[src/common/flash_led_pkg.sv]
/*
 * Shared constants and types of the flash LED configuration register bank:
 * register offsets, field positions, masks, reset values, timing constants,
 * the register image and the state records of the flash timers.
 * Assumes a single 20 MHz clock and a synchronous register port.
 */
package flash_led_pkg;

    // Clock rate and the internal millisecond tick.
    localparam int CLK_HZ           = 20_000_000;
    localparam int TICK_PERIOD_MS   = 1;
    localparam int MS_CYCLES        = CLK_HZ / 1000 * TICK_PERIOD_MS;

    // Durations counted in millisecond ticks.
    localparam int PICTURE_TIMEOUT_MS = 200;
    localparam int DELAY_STEP_MS      = 2;
    localparam int WIDTH_STEP_MS      = 1;
    localparam int TIMEOUT_STEP_MS    = 2;

    // Torch current limits.
    localparam int       TORCH_LIMIT_MA   = 100;
    localparam int       TORCH_STEP_MA    = 2;
    localparam bit [7:0] TORCH_LIMIT_CODE = 8'(TORCH_LIMIT_MA / TORCH_STEP_MA);

    // Register offsets.
    localparam bit [7:0] OFS_FEATURE    = 8'h01;
    localparam bit [7:0] OFS_MODE       = 8'h02;
    localparam bit [7:0] OFS_FLASH1_CUR = 8'h03;
    localparam bit [7:0] OFS_FLASH2_CUR = 8'h04;
    localparam bit [7:0] OFS_TORCH_CUR  = 8'h06;
    localparam bit [7:0] OFS_DELAY1     = 8'h07;
    localparam bit [7:0] OFS_DELAY2     = 8'h08;
    localparam bit [7:0] OFS_WIDTH1     = 8'h0a;
    localparam bit [7:0] OFS_WIDTH2     = 8'h0b;
    localparam bit [7:0] OFS_PHOTO_THR  = 8'h0d;
    localparam bit [7:0] OFS_PHOTO_GAIN = 8'h0e;
    localparam bit [7:0] OFS_VOUT_SEL   = 8'h0f;
    localparam bit [7:0] OFS_IND_CUR    = 8'h10;
    localparam bit [7:0] OFS_THERM_LOW  = 8'h11;
    localparam bit [7:0] OFS_THERM_BIAS = 8'h12;
    localparam bit [7:0] OFS_RECHARGE   = 8'h13;
    localparam bit [7:0] OFS_TIMEOUT    = 8'h14;
    localparam bit [7:0] OFS_STATUS     = 8'h17;

    // Writable bits of each register; the rest read as zero.
    localparam bit [7:0] MASK_MODE       = 8'h7f;
    localparam bit [7:0] MASK_FLASH_CUR  = 8'h3f;
    localparam bit [7:0] MASK_TORCH_CUR  = 8'h7f;
    localparam bit [7:0] MASK_PHOTO_GAIN = 8'h7f;
    localparam bit [7:0] MASK_VOUT_SEL   = 8'h07;
    localparam bit [7:0] MASK_IND_CUR    = 8'h3f;
    localparam bit [7:0] MASK_THERM_LOW  = 8'h9f;
    localparam bit [7:0] MASK_THERM_BIAS = 8'h3f;
    localparam bit [7:0] MASK_RECHARGE   = 8'hc7;

    // Field positions of the feature register.
    localparam int B_LED1_EN      = 0;
    localparam int B_LED2_EN      = 1;
    localparam int B_IDLE_CHECK   = 2;
    localparam int B_FLASH_CHECK  = 3;
    localparam int B_PHOTO_EN     = 4;
    localparam int B_RECHARGE_SEL = 5;
    localparam int B_THERM_EN     = 6;
    localparam int B_PICTURE_TO   = 7;

    // Field positions of the mode register.
    localparam int B_INDICATOR_EN = 0;
    localparam int B_PRECHARGE_EN = 1;
    localparam int B_PUMP_ACT     = 2;
    localparam int B_EXT_TRIG_EN  = 3;
    localparam int B_SW_TRIGGER   = 4;
    localparam int B_FLASH_SEL    = 5;
    localparam int B_PUMP_FLASH   = 6;
    localparam int B_SOFT_RESET   = 7;

    // Other field positions.
    localparam int B_THERM_CLEAR  = 7;
    localparam int B_TO_DIS1      = 6;
    localparam int B_TO_DIS2      = 7;

    // Reset values.
    localparam bit [7:0] RESET_ZERO    = 8'h00;
    localparam bit [7:0] RESET_TIMEOUT = 8'h19;

    typedef struct packed {
        logic [7:0] feature;
        logic [7:0] mode;
        logic [7:0] flash1_current;
        logic [7:0] flash2_current;
        logic [7:0] torch_current;
        logic [7:0] flash1_delay;
        logic [7:0] flash2_delay;
        logic [7:0] flash1_width;
        logic [7:0] flash2_width;
        logic [7:0] photo_threshold;
        logic [7:0] photo_gain;
        logic [7:0] output_voltage_select;
        logic [7:0] indicator_current;
        logic [7:0] thermal_low_limit;
        logic [7:0] thermal_bias_current;
        logic [7:0] recharge;
        logic [7:0] timeout;
    } regs_s;

    typedef enum logic [1:0] {
        T_IDLE,
        T_DELAY,
        T_ON
    } timer_state_e;

    typedef struct packed {
        timer_state_e st;
        logic [9:0]   cnt;
        logic         on;
        logic         busy;
    } timer_s;

endpackage

[src/hdl/flash_led_config.sv]
/*
 * Configuration and control register bank of a dual flash LED driver with
 * the digital sequencing it steers: flash triggering, per-LED timing,
 * time-outs, torch and indicator enables, charge pump control, LED checks
 * and the thermal latch. Assumes the serial port decodes into a synchronous
 * byte-wide register port and that analog comparators arrive synchronised.
 */
`timescale 1ns/100ps
// Operation
// - Picture-light bit enables a 200 ms limit on the picture light.
// - Torch code above 100 mA forces the 200 ms limit automatically.
// - Thermal enable biases sensor; low level latches and cuts flash current.
// - In-flash check tests LEDs during flash and aborts on a fault.
// - Idle check tests both LEDs outside flashes, results in status.
// - Bits 0 and 1 enable LED1 and LED2 respectively.
// - Soft reset bit clears every writable register to zero; status keeps its latches.
// - Pump-during-flash clear turns the pump off while flashing.
// - Flash select clear means torch mode, no firing, 100 mA cap.
// - Software trigger starts flash unless external enabled; clearing stops it.
// - External trigger has priority over the software trigger.
// - External flash follows the pin's high width, time-out armed.
// - External flash drives both enabled LEDs together.
// - Pump activate runs the pump at the programmed voltage; flash allowed.
// - Pre-charge tracks battery when pump idle; only limited flash.
// - Indicator bit enables the indicator function.
// - Flash current fields are six bits; top two read zero.
// - Torch current field is seven bits; top bit reads zero.
// - Delay fields count in 2 ms steps.
// - Width fields count in 1 ms steps.
// - Photo threshold is an eight-bit field used with photo enable.
// - Rising thermal-clear clears the latch; held high pauses monitoring.
// - Status shows charged, thermal-normal, short and open checks, one normal.
// - Flash time-out in 2 ms steps, disabled only by both disable bits.
module flash_led_config
    import flash_led_pkg::*;
#(
    parameter int MS_TICK_CYCLES = MS_CYCLES
) (
    input  wire logic       clk_i,
    input  wire logic       reset_i,
    input  wire logic       reg_wr_i,
    input  wire logic       reg_rd_i,
    input  wire logic [7:0] reg_addr_i,
    input  wire logic [7:0] reg_wdata_i,
    output logic      [7:0] reg_rdata_o,
    input  wire logic       trigger_pin_i,
    input  wire logic       thermal_below_limit_i,
    input  wire logic [1:0] led_open_i,
    input  wire logic [1:0] led_short_i,
    input  wire logic       vout_charged_i,
    output regs_s           cfg_o,
    output logic      [1:0] led_flash_o,
    output logic            torch_on_o,
    output logic      [7:0] torch_level_o,
    output logic            pump_on_o,
    output logic            precharge_on_o,
    output logic            flash_limited_o,
    output logic            indicator_on_o,
    output logic            thermal_bias_on_o,
    output logic            photo_sense_on_o,
    output logic            led_check_on_o
);

    typedef struct packed {
        regs_s       regs;
        logic [31:0] tick_cnt;
        logic        tick;
        logic        trig_prev;
        logic        ext_active;
        logic        sw_prev;
        logic [9:0]  flash_ms;
        logic [7:0]  torch_ms;
        logic        overtemp;
        logic        clr_prev;
        logic [1:0]  open_fault;
        logic [1:0]  short_fault;
        logic        rdy;
        logic [7:0]  rdata;
        logic [1:0]  led_flash;
        logic        torch_on;
        logic [7:0]  torch_level;
        logic        pump_on;
        logic        precharge_on;
        logic        flash_limited;
        logic        indicator_on;
        logic        thermal_bias_on;
        logic        photo_sense_on;
        logic        check_on;
    } top_s;

    top_s       q;
    top_s       n;
    logic [1:0] t_on;
    logic [1:0] t_busy;
    logic [1:0] t_start;
    logic       t_stop;

    // Stores one write, keeping only the bits that exist in each register.
    function automatic regs_s reg_write(regs_s r, logic [7:0] a, logic [7:0] d);
        regs_s w;
        w = r;
        if (a == OFS_FEATURE) begin
            w.feature = d;
        end else if (a == OFS_MODE) begin
            w.mode = d & MASK_MODE;
        end else if (a == OFS_FLASH1_CUR) begin
            w.flash1_current = d & MASK_FLASH_CUR;
        end else if (a == OFS_FLASH2_CUR) begin
            w.flash2_current = d & MASK_FLASH_CUR;
        end else if (a == OFS_TORCH_CUR) begin
            w.torch_current = d & MASK_TORCH_CUR;
        end else if (a == OFS_DELAY1) begin
            w.flash1_delay = d;
        end else if (a == OFS_DELAY2) begin
            w.flash2_delay = d;
        end else if (a == OFS_WIDTH1) begin
            w.flash1_width = d;
        end else if (a == OFS_WIDTH2) begin
            w.flash2_width = d;
        end else if (a == OFS_PHOTO_THR) begin
            w.photo_threshold = d;
        end else if (a == OFS_PHOTO_GAIN) begin
            w.photo_gain = d & MASK_PHOTO_GAIN;
        end else if (a == OFS_VOUT_SEL) begin
            w.output_voltage_select = d & MASK_VOUT_SEL;
        end else if (a == OFS_IND_CUR) begin
            w.indicator_current = d & MASK_IND_CUR;
        end else if (a == OFS_THERM_LOW) begin
            w.thermal_low_limit = d & MASK_THERM_LOW;
        end else if (a == OFS_THERM_BIAS) begin
            w.thermal_bias_current = d & MASK_THERM_BIAS;
        end else if (a == OFS_RECHARGE) begin
            w.recharge = d & MASK_RECHARGE;
        end else if (a == OFS_TIMEOUT) begin
            w.timeout = d;
        end
        return w;
    endfunction

    // Read mux; unmapped offsets read as zero.
    function automatic logic [7:0] reg_read(top_s s, logic [7:0] a);
        logic [7:0] v;
        v = 8'h00;
        if (a == OFS_FEATURE) begin
            v = s.regs.feature;
        end else if (a == OFS_MODE) begin
            v = s.regs.mode;
        end else if (a == OFS_FLASH1_CUR) begin
            v = s.regs.flash1_current;
        end else if (a == OFS_FLASH2_CUR) begin
            v = s.regs.flash2_current;
        end else if (a == OFS_TORCH_CUR) begin
            v = s.regs.torch_current;
        end else if (a == OFS_DELAY1) begin
            v = s.regs.flash1_delay;
        end else if (a == OFS_DELAY2) begin
            v = s.regs.flash2_delay;
        end else if (a == OFS_WIDTH1) begin
            v = s.regs.flash1_width;
        end else if (a == OFS_WIDTH2) begin
            v = s.regs.flash2_width;
        end else if (a == OFS_PHOTO_THR) begin
            v = s.regs.photo_threshold;
        end else if (a == OFS_PHOTO_GAIN) begin
            v = s.regs.photo_gain;
        end else if (a == OFS_VOUT_SEL) begin
            v = s.regs.output_voltage_select;
        end else if (a == OFS_IND_CUR) begin
            v = s.regs.indicator_current;
        end else if (a == OFS_THERM_LOW) begin
            v = s.regs.thermal_low_limit;
        end else if (a == OFS_THERM_BIAS) begin
            v = s.regs.thermal_bias_current;
        end else if (a == OFS_RECHARGE) begin
            v = s.regs.recharge;
        end else if (a == OFS_TIMEOUT) begin
            v = s.regs.timeout;
        end else if (a == OFS_STATUS) begin
            v = {s.rdy, ~s.overtemp, 1'b0, ~s.short_fault, 1'b0, ~s.open_fault};
        end
        return v;
    endfunction

    logic       led1_en;
    logic       led2_en;
    logic       ext_en;
    logic       sw_trig;
    logic       thermal_ok;
    logic       flash_allowed;
    logic       flashing;
    logic       soft_reset;
    logic       sw_start;
    logic       sw_stop;
    logic       ext_start;
    logic       fault_now;
    logic       fault_abort;
    logic       timeout_dis;
    logic       timeout_hit;
    logic       abort;
    logic       torch_req;
    logic       torch_limited;
    logic       clr_rise;
    logic [9:0] timeout_ms;

    always_comb begin
        n          = q;
        n.tick     = 1'b0;
        led1_en    = q.regs.feature[B_LED1_EN];
        led2_en    = q.regs.feature[B_LED2_EN];
        ext_en     = q.regs.mode[B_EXT_TRIG_EN];
        sw_trig    = q.regs.mode[B_SW_TRIGGER];
        thermal_ok = !q.overtemp;
        soft_reset = reg_wr_i && (reg_addr_i == OFS_MODE) && reg_wdata_i[B_SOFT_RESET];

        // Millisecond tick shared by every timed function.
        if (q.tick_cnt >= 32'(MS_TICK_CYCLES - 1)) begin
            n.tick_cnt = 32'h0;
            n.tick     = 1'b1;
        end else begin
            n.tick_cnt = q.tick_cnt + 32'h1;
        end

        // Firing needs flash mode, a powered output and no thermal latch.
        flash_allowed = q.regs.mode[B_FLASH_SEL] && thermal_ok
                        && (q.regs.mode[B_PUMP_ACT] || q.regs.mode[B_PRECHARGE_EN]);
        flashing  = q.ext_active || (|t_busy);
        ext_start = ext_en && trigger_pin_i && !q.trig_prev && flash_allowed;
        sw_start  = sw_trig && !q.sw_prev && !ext_en && flash_allowed;
        sw_stop   = !sw_trig && q.sw_prev;

        // Faults only abort while a pulse is actually conducting.
        fault_now   = |({led_open_i, led_short_i} & {t_on | q.led_flash, t_on | q.led_flash});
        fault_abort = q.regs.feature[B_FLASH_CHECK] && fault_now;

        timeout_dis = q.regs.recharge[B_TO_DIS1] && q.regs.recharge[B_TO_DIS2];
        timeout_ms  = 10'(32'(q.regs.timeout) * TIMEOUT_STEP_MS);
        timeout_hit = flashing && !timeout_dis && (q.flash_ms >= timeout_ms);
        abort       = timeout_hit || fault_abort || !flash_allowed || soft_reset;

        if (flashing && q.tick) begin
            n.flash_ms = q.flash_ms + 10'h001;
        end else if (!flashing) begin
            n.flash_ms = 10'h000;
        end

        // External flash lasts as long as the pin stays high.
        if (ext_start) begin
            n.ext_active = 1'b1;
        end else if (!trigger_pin_i || !ext_en || abort) begin
            n.ext_active = 1'b0;
        end
        n.trig_prev = trigger_pin_i;
        n.sw_prev   = sw_trig;

        t_start = {sw_start && led2_en, sw_start && led1_en};
        t_stop  = abort || sw_stop || ext_start;

        n.led_flash[0] = led1_en && !abort && (q.ext_active || t_on[0]);
        n.led_flash[1] = led2_en && !abort && (q.ext_active || t_on[1]);

        // Torch mode: the drive is capped, but the time-out follows the code.
        torch_req = !q.regs.mode[B_FLASH_SEL] && !q.regs.mode[B_INDICATOR_EN]
                    && (led1_en || led2_en) && thermal_ok && q.regs.mode[B_PUMP_ACT];
        torch_limited = q.regs.feature[B_PICTURE_TO]
                        || (q.regs.torch_current > TORCH_LIMIT_CODE);
        if (!torch_req || !torch_limited) begin
            n.torch_ms = 8'h00;
        end else if (q.tick && (q.torch_ms < 8'(PICTURE_TIMEOUT_MS))) begin
            n.torch_ms = q.torch_ms + 8'h01;
        end
        n.torch_on    = torch_req && !(torch_limited
                        && (q.torch_ms >= 8'(PICTURE_TIMEOUT_MS)));
        n.torch_level = (q.regs.torch_current > TORCH_LIMIT_CODE) ?
                        TORCH_LIMIT_CODE : q.regs.torch_current;

        n.pump_on = q.regs.mode[B_PUMP_ACT] && thermal_ok
                    && !(flashing && !q.regs.mode[B_PUMP_FLASH]);
        n.precharge_on  = q.regs.mode[B_PRECHARGE_EN] && !n.pump_on;
        n.flash_limited = q.regs.mode[B_PRECHARGE_EN] && !q.regs.mode[B_PUMP_ACT];
        n.indicator_on  = q.regs.mode[B_INDICATOR_EN];
        n.thermal_bias_on = q.regs.feature[B_THERM_EN];
        n.photo_sense_on  = q.regs.feature[B_PHOTO_EN];

        // A clear wins over a new over-temperature event in the same cycle.
        clr_rise   = q.regs.thermal_low_limit[B_THERM_CLEAR] && !q.clr_prev;
        n.clr_prev = q.regs.thermal_low_limit[B_THERM_CLEAR];
        n.overtemp = (q.overtemp && !clr_rise)
                     || (q.regs.feature[B_THERM_EN] && thermal_below_limit_i
                         && !q.regs.thermal_low_limit[B_THERM_CLEAR]);

        n.check_on = (q.regs.feature[B_IDLE_CHECK] && !flashing)
                     || (q.regs.feature[B_FLASH_CHECK] && flashing);
        if (q.check_on) begin
            n.open_fault  = led_open_i;
            n.short_fault = led_short_i;
        end
        n.rdy = vout_charged_i;

        if (soft_reset) begin
            n.regs = '0;
        end else if (reg_wr_i) begin
            n.regs = reg_write(q.regs, reg_addr_i, reg_wdata_i);
        end
        if (reg_rd_i) begin
            n.rdata = reg_read(q, reg_addr_i);
        end
    end

    always_ff @(posedge clk_i) begin
        if (reset_i) begin
            q              <= '0;
            q.regs.timeout <= RESET_TIMEOUT;
        end else begin
            q <= n;
        end
    end

    flash_led_timer u_timer1 (
        .clk_i   (clk_i),
        .reset_i (reset_i),
        .start_i (t_start[0]),
        .stop_i  (t_stop),
        .tick_i  (q.tick),
        .delay_i (q.regs.flash1_delay),
        .width_i (q.regs.flash1_width),
        .on_o    (t_on[0]),
        .busy_o  (t_busy[0])
    );

    flash_led_timer u_timer2 (
        .clk_i   (clk_i),
        .reset_i (reset_i),
        .start_i (t_start[1]),
        .stop_i  (t_stop),
        .tick_i  (q.tick),
        .delay_i (q.regs.flash2_delay),
        .width_i (q.regs.flash2_width),
        .on_o    (t_on[1]),
        .busy_o  (t_busy[1])
    );

    assign reg_rdata_o       = q.rdata;
    assign cfg_o             = q.regs;
    assign led_flash_o       = q.led_flash;
    assign torch_on_o        = q.torch_on;
    assign torch_level_o     = q.torch_level;
    assign pump_on_o         = q.pump_on;
    assign precharge_on_o    = q.precharge_on;
    assign flash_limited_o   = q.flash_limited;
    assign indicator_on_o    = q.indicator_on;
    assign thermal_bias_on_o = q.thermal_bias_on;
    assign photo_sense_on_o  = q.photo_sense_on;
    assign led_check_on_o    = q.check_on;

endmodule

[src/hdl/flash_led_timer.sv]
/*
 * Per-LED flash sequencer: waits the programmed delay, conducts for the
 * programmed width, then turns off. Assumes a one-cycle millisecond tick.
 */
`timescale 1ns/100ps
module flash_led_timer
    import flash_led_pkg::*;
(
    input  wire logic       clk_i,
    input  wire logic       reset_i,
    input  wire logic       start_i,
    input  wire logic       stop_i,
    input  wire logic       tick_i,
    input  wire logic [7:0] delay_i,
    input  wire logic [7:0] width_i,
    output logic            on_o,
    output logic            busy_o
);

    timer_s s_q;
    timer_s s_d;

    // Phases advance on the shared tick, so each phase may run up to one
    // tick short; this keeps one prescaler for both LEDs.
    always_comb begin
        s_d = s_q;
        case (s_q.st)
            T_IDLE: begin
                if (start_i) begin
                    if (delay_i != 8'h00) begin
                        s_d.st  = T_DELAY;
                        s_d.cnt = 10'(32'(delay_i) * DELAY_STEP_MS);
                    end else if (width_i != 8'h00) begin
                        s_d.st  = T_ON;
                        s_d.cnt = 10'(32'(width_i) * WIDTH_STEP_MS);
                    end
                end
            end
            T_DELAY: begin
                if (tick_i) begin
                    if (s_q.cnt == 10'h001) begin
                        s_d.st  = (width_i != 8'h00) ? T_ON : T_IDLE;
                        s_d.cnt = 10'(32'(width_i) * WIDTH_STEP_MS);
                    end else begin
                        s_d.cnt = s_q.cnt - 10'h001;
                    end
                end
            end
            T_ON: begin
                if (tick_i) begin
                    if (s_q.cnt == 10'h001) begin
                        s_d.st  = T_IDLE;
                        s_d.cnt = 10'h000;
                    end else begin
                        s_d.cnt = s_q.cnt - 10'h001;
                    end
                end
            end
            default: begin
                s_d.st = T_IDLE;
            end
        endcase
        if (stop_i) begin
            s_d.st  = T_IDLE;
            s_d.cnt = 10'h000;
        end
        s_d.on   = (s_d.st == T_ON);
        s_d.busy = (s_d.st != T_IDLE);
    end

    always_ff @(posedge clk_i) begin
        if (reset_i) begin
            s_q <= '0;
        end else begin
            s_q <= s_d;
        end
    end

    assign on_o   = s_q.on;
    assign busy_o = s_q.busy;

endmodule

[config.mk]
export PLATFORM = sky130hd
export DESIGN_NAME = flash_led_config
export DESIGN_NICKNAME = d
export VERILOG_FILES = /design/src/common/flash_led_pkg.sv /design/src/hdl/flash_led_config.sv /design/src/hdl/flash_led_timer.sv
export SDC_FILE = /design/constraint.sdc
export NUM_CORES = 1
export LEC_CHECK = 0
export ABC_AREA = 1
export BUFFER_PORTS_ARGS = -buffer_cell sky130_fd_sc_hd__buf_4
export CAP_MARGIN = 20
export CORE_MARGIN = 10
export CORE_UTILIZATION = 41
export DETAILED_ROUTE_END_ITERATION = 6
export GPL_ROUTABILITY_DRIVEN = 0
export PLACE_DENSITY_LB_ADDON = 0.1
export RECOVER_POWER = 25
export SYNTH_ARGS = -nofsm -noshare
export SYNTH_HDL_FRONTEND = slang
export SYNTH_SLANG_ARGS = --single-unit
[constraint.sdc]
create_clock -name clk_i -period 1.9 [get_ports clk_i]
set_input_delay 0.095 -clock clk_i [delete_from_list [all_inputs] [get_ports clk_i]]
set_output_delay 0.095 -clock clk_i [all_outputs]
set_load 0.02 [all_outputs]
==> results.sh <==
export IMPL_status="complete, but fails checks"
export IMPL_violations="setup timing"
export IMPL_slew_violations=0
export IMPL_wl_per_cell_um=18.8
export IMPL_drt_pass1_iter_count=7
export IMPL_die_area_mm2=0.0357
export IMPL_ctsHtreeMaxLevel=1
export IMPL_setup_viol=17
export IMPL_vias=11600
export IMPL_synth_top_area_share_pct=39.2
export IMPL_min_path_cells=6
export IMPL_portBuffers=166
export IMPL_dp_hpwl_mm=32.6
export IMPL_cp_end_kind="flip-flop"
export IMPL_coreArea_mm2=0.0279
export IMPL_synth_edf_count=0
export IMPL_synthTopCellsByArea="dfxtp_1 39%, buf_4 10%, a21oi_1 7.4%, nand2_1 7.0%, o21ai_0 6.2%"
export IMPL_clock_sinks=229
export IMPL_period_minus_slack_ps=1970
export IMPL_route_antenna_remaining_nets=0
export IMPL_startpoint="cfg_o[4]"
export IMPL_syn_area_per_cell_um2=7.26
export IMPL_grt_pass1_vias=11100
export IMPL_cts_tree="done"
export IMPL_p_leak_nw=6.36
export IMPL_worstSkewPairLatency_ps=540
export IMPL_synthMuxAreaShare_pct=0
export IMPL_fmax_ghz=0.509
export IMPL_finalCritPeriodShare_pct=103
export IMPL_numCtsBuffers=26
export IMPL_irDropWorstVdd_mv=0.827
export IMPL_cts_clk_slew_worst_paths_ps=60
export IMPL_yosys_area_share_adder_pct=2.57
export IMPL_core_rowCount=61
export IMPL_crit_type="flip-flop to flip-flop"
export IMPL_drc=0
export IMPL_synth_top_family_by_area="simple AND/OR/NAND/NOR gates"
export IMPL_ys_seq_area_share_pct=39.2
export IMPL_timing_hold_violations_final=0
export IMPL_synth_xor_area_share_pct=0.974
export IMPL_boundaryPins=189
export IMPL_yosysWarnings=0
export IMPL_synthFlopType="dfxtp_1"
export IMPL_reg2reg_to="q[52]"
export IMPL_start_kind="flip-flop"
export IMPL_die_h_um=189
export IMPL_finClkSkew_ps=20.0
export IMPL_avgViaCountPerCell=5.15
export IMPL_r2r_cells=13
export IMPL_synth_cells=1610
export IMPL_drt_iter0_drc=1047
export IMPL_synthArstFlopShare_pct=0
export IMPL_die_w_um=189
export IMPL_grt_start_max_net_pins=46
export IMPL_worstPathArrival_ps=2370
export IMPL_syn_to_final_growth_pct=29.4
export IMPL_path_max_fanout=4
export IMPL_ys_types=48
export IMPL_grt_ovfl_total=0
export IMPL_gr_usage_all_layers_pct=22.9
export IMPL_start_util_pct=41.9
export IMPL_setup_slack_ps=-66.3
export IMPL_setup_tns_ps=-375
export IMPL_fillers=2821
export IMPL_synth_compound_area_share_pct=19.2
export IMPL_yosys_area_share_simple_pct=20.0
export IMPL_dp_slack_ps=-190
export IMPL_synthMostInstantiatedCell="dfxtp_1"
export IMPL_antenna_found_initial=0
export IMPL_max_slew_margin_rel_pct=41.2
export IMPL_wl_mm=42.6
export IMPL_synth_seq_cells=229
export IMPL_power_density_mw_per_mm2=692
export IMPL_synth_top_cells_by_count="229 x dfxtp_1, 219 x nand2_1, 183 x inv_1"
export IMPL_r2r_start="cfg_o[4]"
export IMPL_layout_drive_gt1_share_pct=25.9
export IMPL_maxCapViolations=0
export IMPL_syn_area_mm2=0.0117
export IMPL_tightestPinTransition_ps=881
export IMPL_grt_first_pass_wirelength_mm=65.1
export IMPL_crit_required_ps=2310
export IMPL_yosysTopAreaCell="dfxtp_1"
export IMPL_hp_class="primary input to flip-flop"
export IMPL_crit_end="q[52]"
export IMPL_cts_buffer_depth=3
export IMPL_finalPower_mw=10.5
export IMPL_final_nets=1912
export IMPL_cts_root_buf="clkbuf_16"
export IMPL_diodes=0
export IMPL_rrSetupSlack_ps=-70
export IMPL_rsz0062_at_grt="true"
==> layer usage <==
| layer | wire length (µm) | global-route usage [%] | up-vias |
|---|---|---|---|
| met1 | 18700 | 30.2 | 5446 |
| met5 | 0 | 0 | - |
| met4 | 1250 | 6.47 | 0 |
| li1 | - | - | 5652 |
| met2 | 19300 | 37.0 | 462 |
| met3 | 3290 | 4.67 | 68 |
==> stage by stage <==
| step | utilization [%] | cell area [µm²] | hold slack, ps | std cells |
|---|---|---|---|---|
| 3_5_place_dp | 48.9 | 13700 | 334 | 2174 |
| 4_1_cts | 54.0 | 15100 | 178 | 2250 |
| 2_1_floorplan | - | 11800 | 202 | 1649 |
| 3_3_place_gp | 48.9 | 13700 | 329 | 2174 |
| 6_report | 54.2 | 15100 | 188 | 2258 |
| 5_1_grt | 54.2 | 15100 | 270 | 2258 |
==> how the worst min path moves through the flow <==
| stage | from | endpoint | slack, ps |
|---|---|---|---|
| floorplan | vout_charged_i | q[26] | 200 |
| global placement | trigger_pin_i | q[53] | 330 |
| detailed placement | vout_charged_i | q[26] | 330 |
| CTS | reg_addr_i[0] | cfg_o[0] | 180 |
| global route | reg_addr_i[0] | cfg_o[0] | 270 |
| finish | reg_addr_i[0] | cfg_o[0] | 190 |
==> kinds of logic (layout without fill, tap and decap cells) <==
family | Yosys count | in the layout
xor gates and xnor gates | 13 | 13
DFF | 229 | 229
buffers and inverters | 398 | 629
AOI/OAI and AO/OA | 412 | 412
adders and majority gates | 24 | 24
and+or+nand+nor | 533 | 533
other | 1 | 40
==> timing repair <==
item / in CTS / in global routing
resized for setup: 60 / 87
endpoints found under the hold margin: 83 / 0
buffers inserted: 8 / 11
hold buffers: 19 / 0
pin swaps: 18 / 23
cloned: 2 / 0
endpoints found under the setup margin: 29 / 46
==> placed cells by master, fill, tap and decap left out, types with 6 or more instances in the layout <==
master / instances
buf_4: 288
dfxtp_1: 214
nand2_1: 209
inv_1: 174
a21oi_1: 161
nor2_1: 141
o21ai_0: 128
clkbuf_1: 68
nand3_1: 45
o21ai_1: 41
conb_1: 40
clkbuf_16: 27
nand4_1: 23
nor2_2: 22
nor3_1: 21
inv_2: 19
dlygate4sd3_1: 19
ha_1: 14
dfxtp_2: 14
nand2_2: 12
nor3_2: 11
a21oi_2: 11
a211oi_1: 11
nor4_1: 10
o22ai_1: 10
nor2_4: 9
ha_4: 9
buf_12: 9
a221oi_1: 8
clkinv_2: 8
xnor2_1: 7
a31oi_1: 7
nor3b_1: 6
xor2_1: 6
o221ai_1: 6
o2111ai_1: 6
==> worst max-delay path, cell delays in order (launching register included) <==
cell and delay [ps]:
dfxtp_2 330, inv_2 60, ha_4 280, nand2_4 60, nor4_4 270, nand3_1 100
nand4_1 120, nand2_1 80, nand2_2 90, nor2_4 50, buf_6 150, buf_6 110
nand4_1 60, a21oi_1 60
==> registers in the layout (all words and copies together) (netlist names), 2 cells and up <==
| signal | cells |
|---|---|
| u_timer2.s_q | 12 |
| q | 61 |
| led_flash_o | 2 |
| torch_level_o | 7 |
| reg_rdata_o | 8 |
| cfg_o | 115 |
| u_timer1.s_q | 12 |
==> layout make-up <==
class / count / area, µm² / share of cell area [%]
clock buffers: 34 / 732 / 4.84
inverters: 196 / 742 / 4.90
flip-flops and latches: 229 / 4610 / 30.4
multi-input cells: 1022 / 5630 / 37.2
well taps: 378 / 473 / 3.12
clock inverters: 13 / 125 / 0.827
repair buffers: 386 / 2830 / 18.7
==> power breakdown <==
part,total [mW],leakage [nW],switching (mW),internal [mW]
clock,5.08,0.427,2.10,2.98
sequential,4.85,1.86,0.0188,4.83
combinational,0.532,4.07,0.351,0.181
total,10.5,6.36,2.47,8.00
Power figures use the tool's default switching activity.
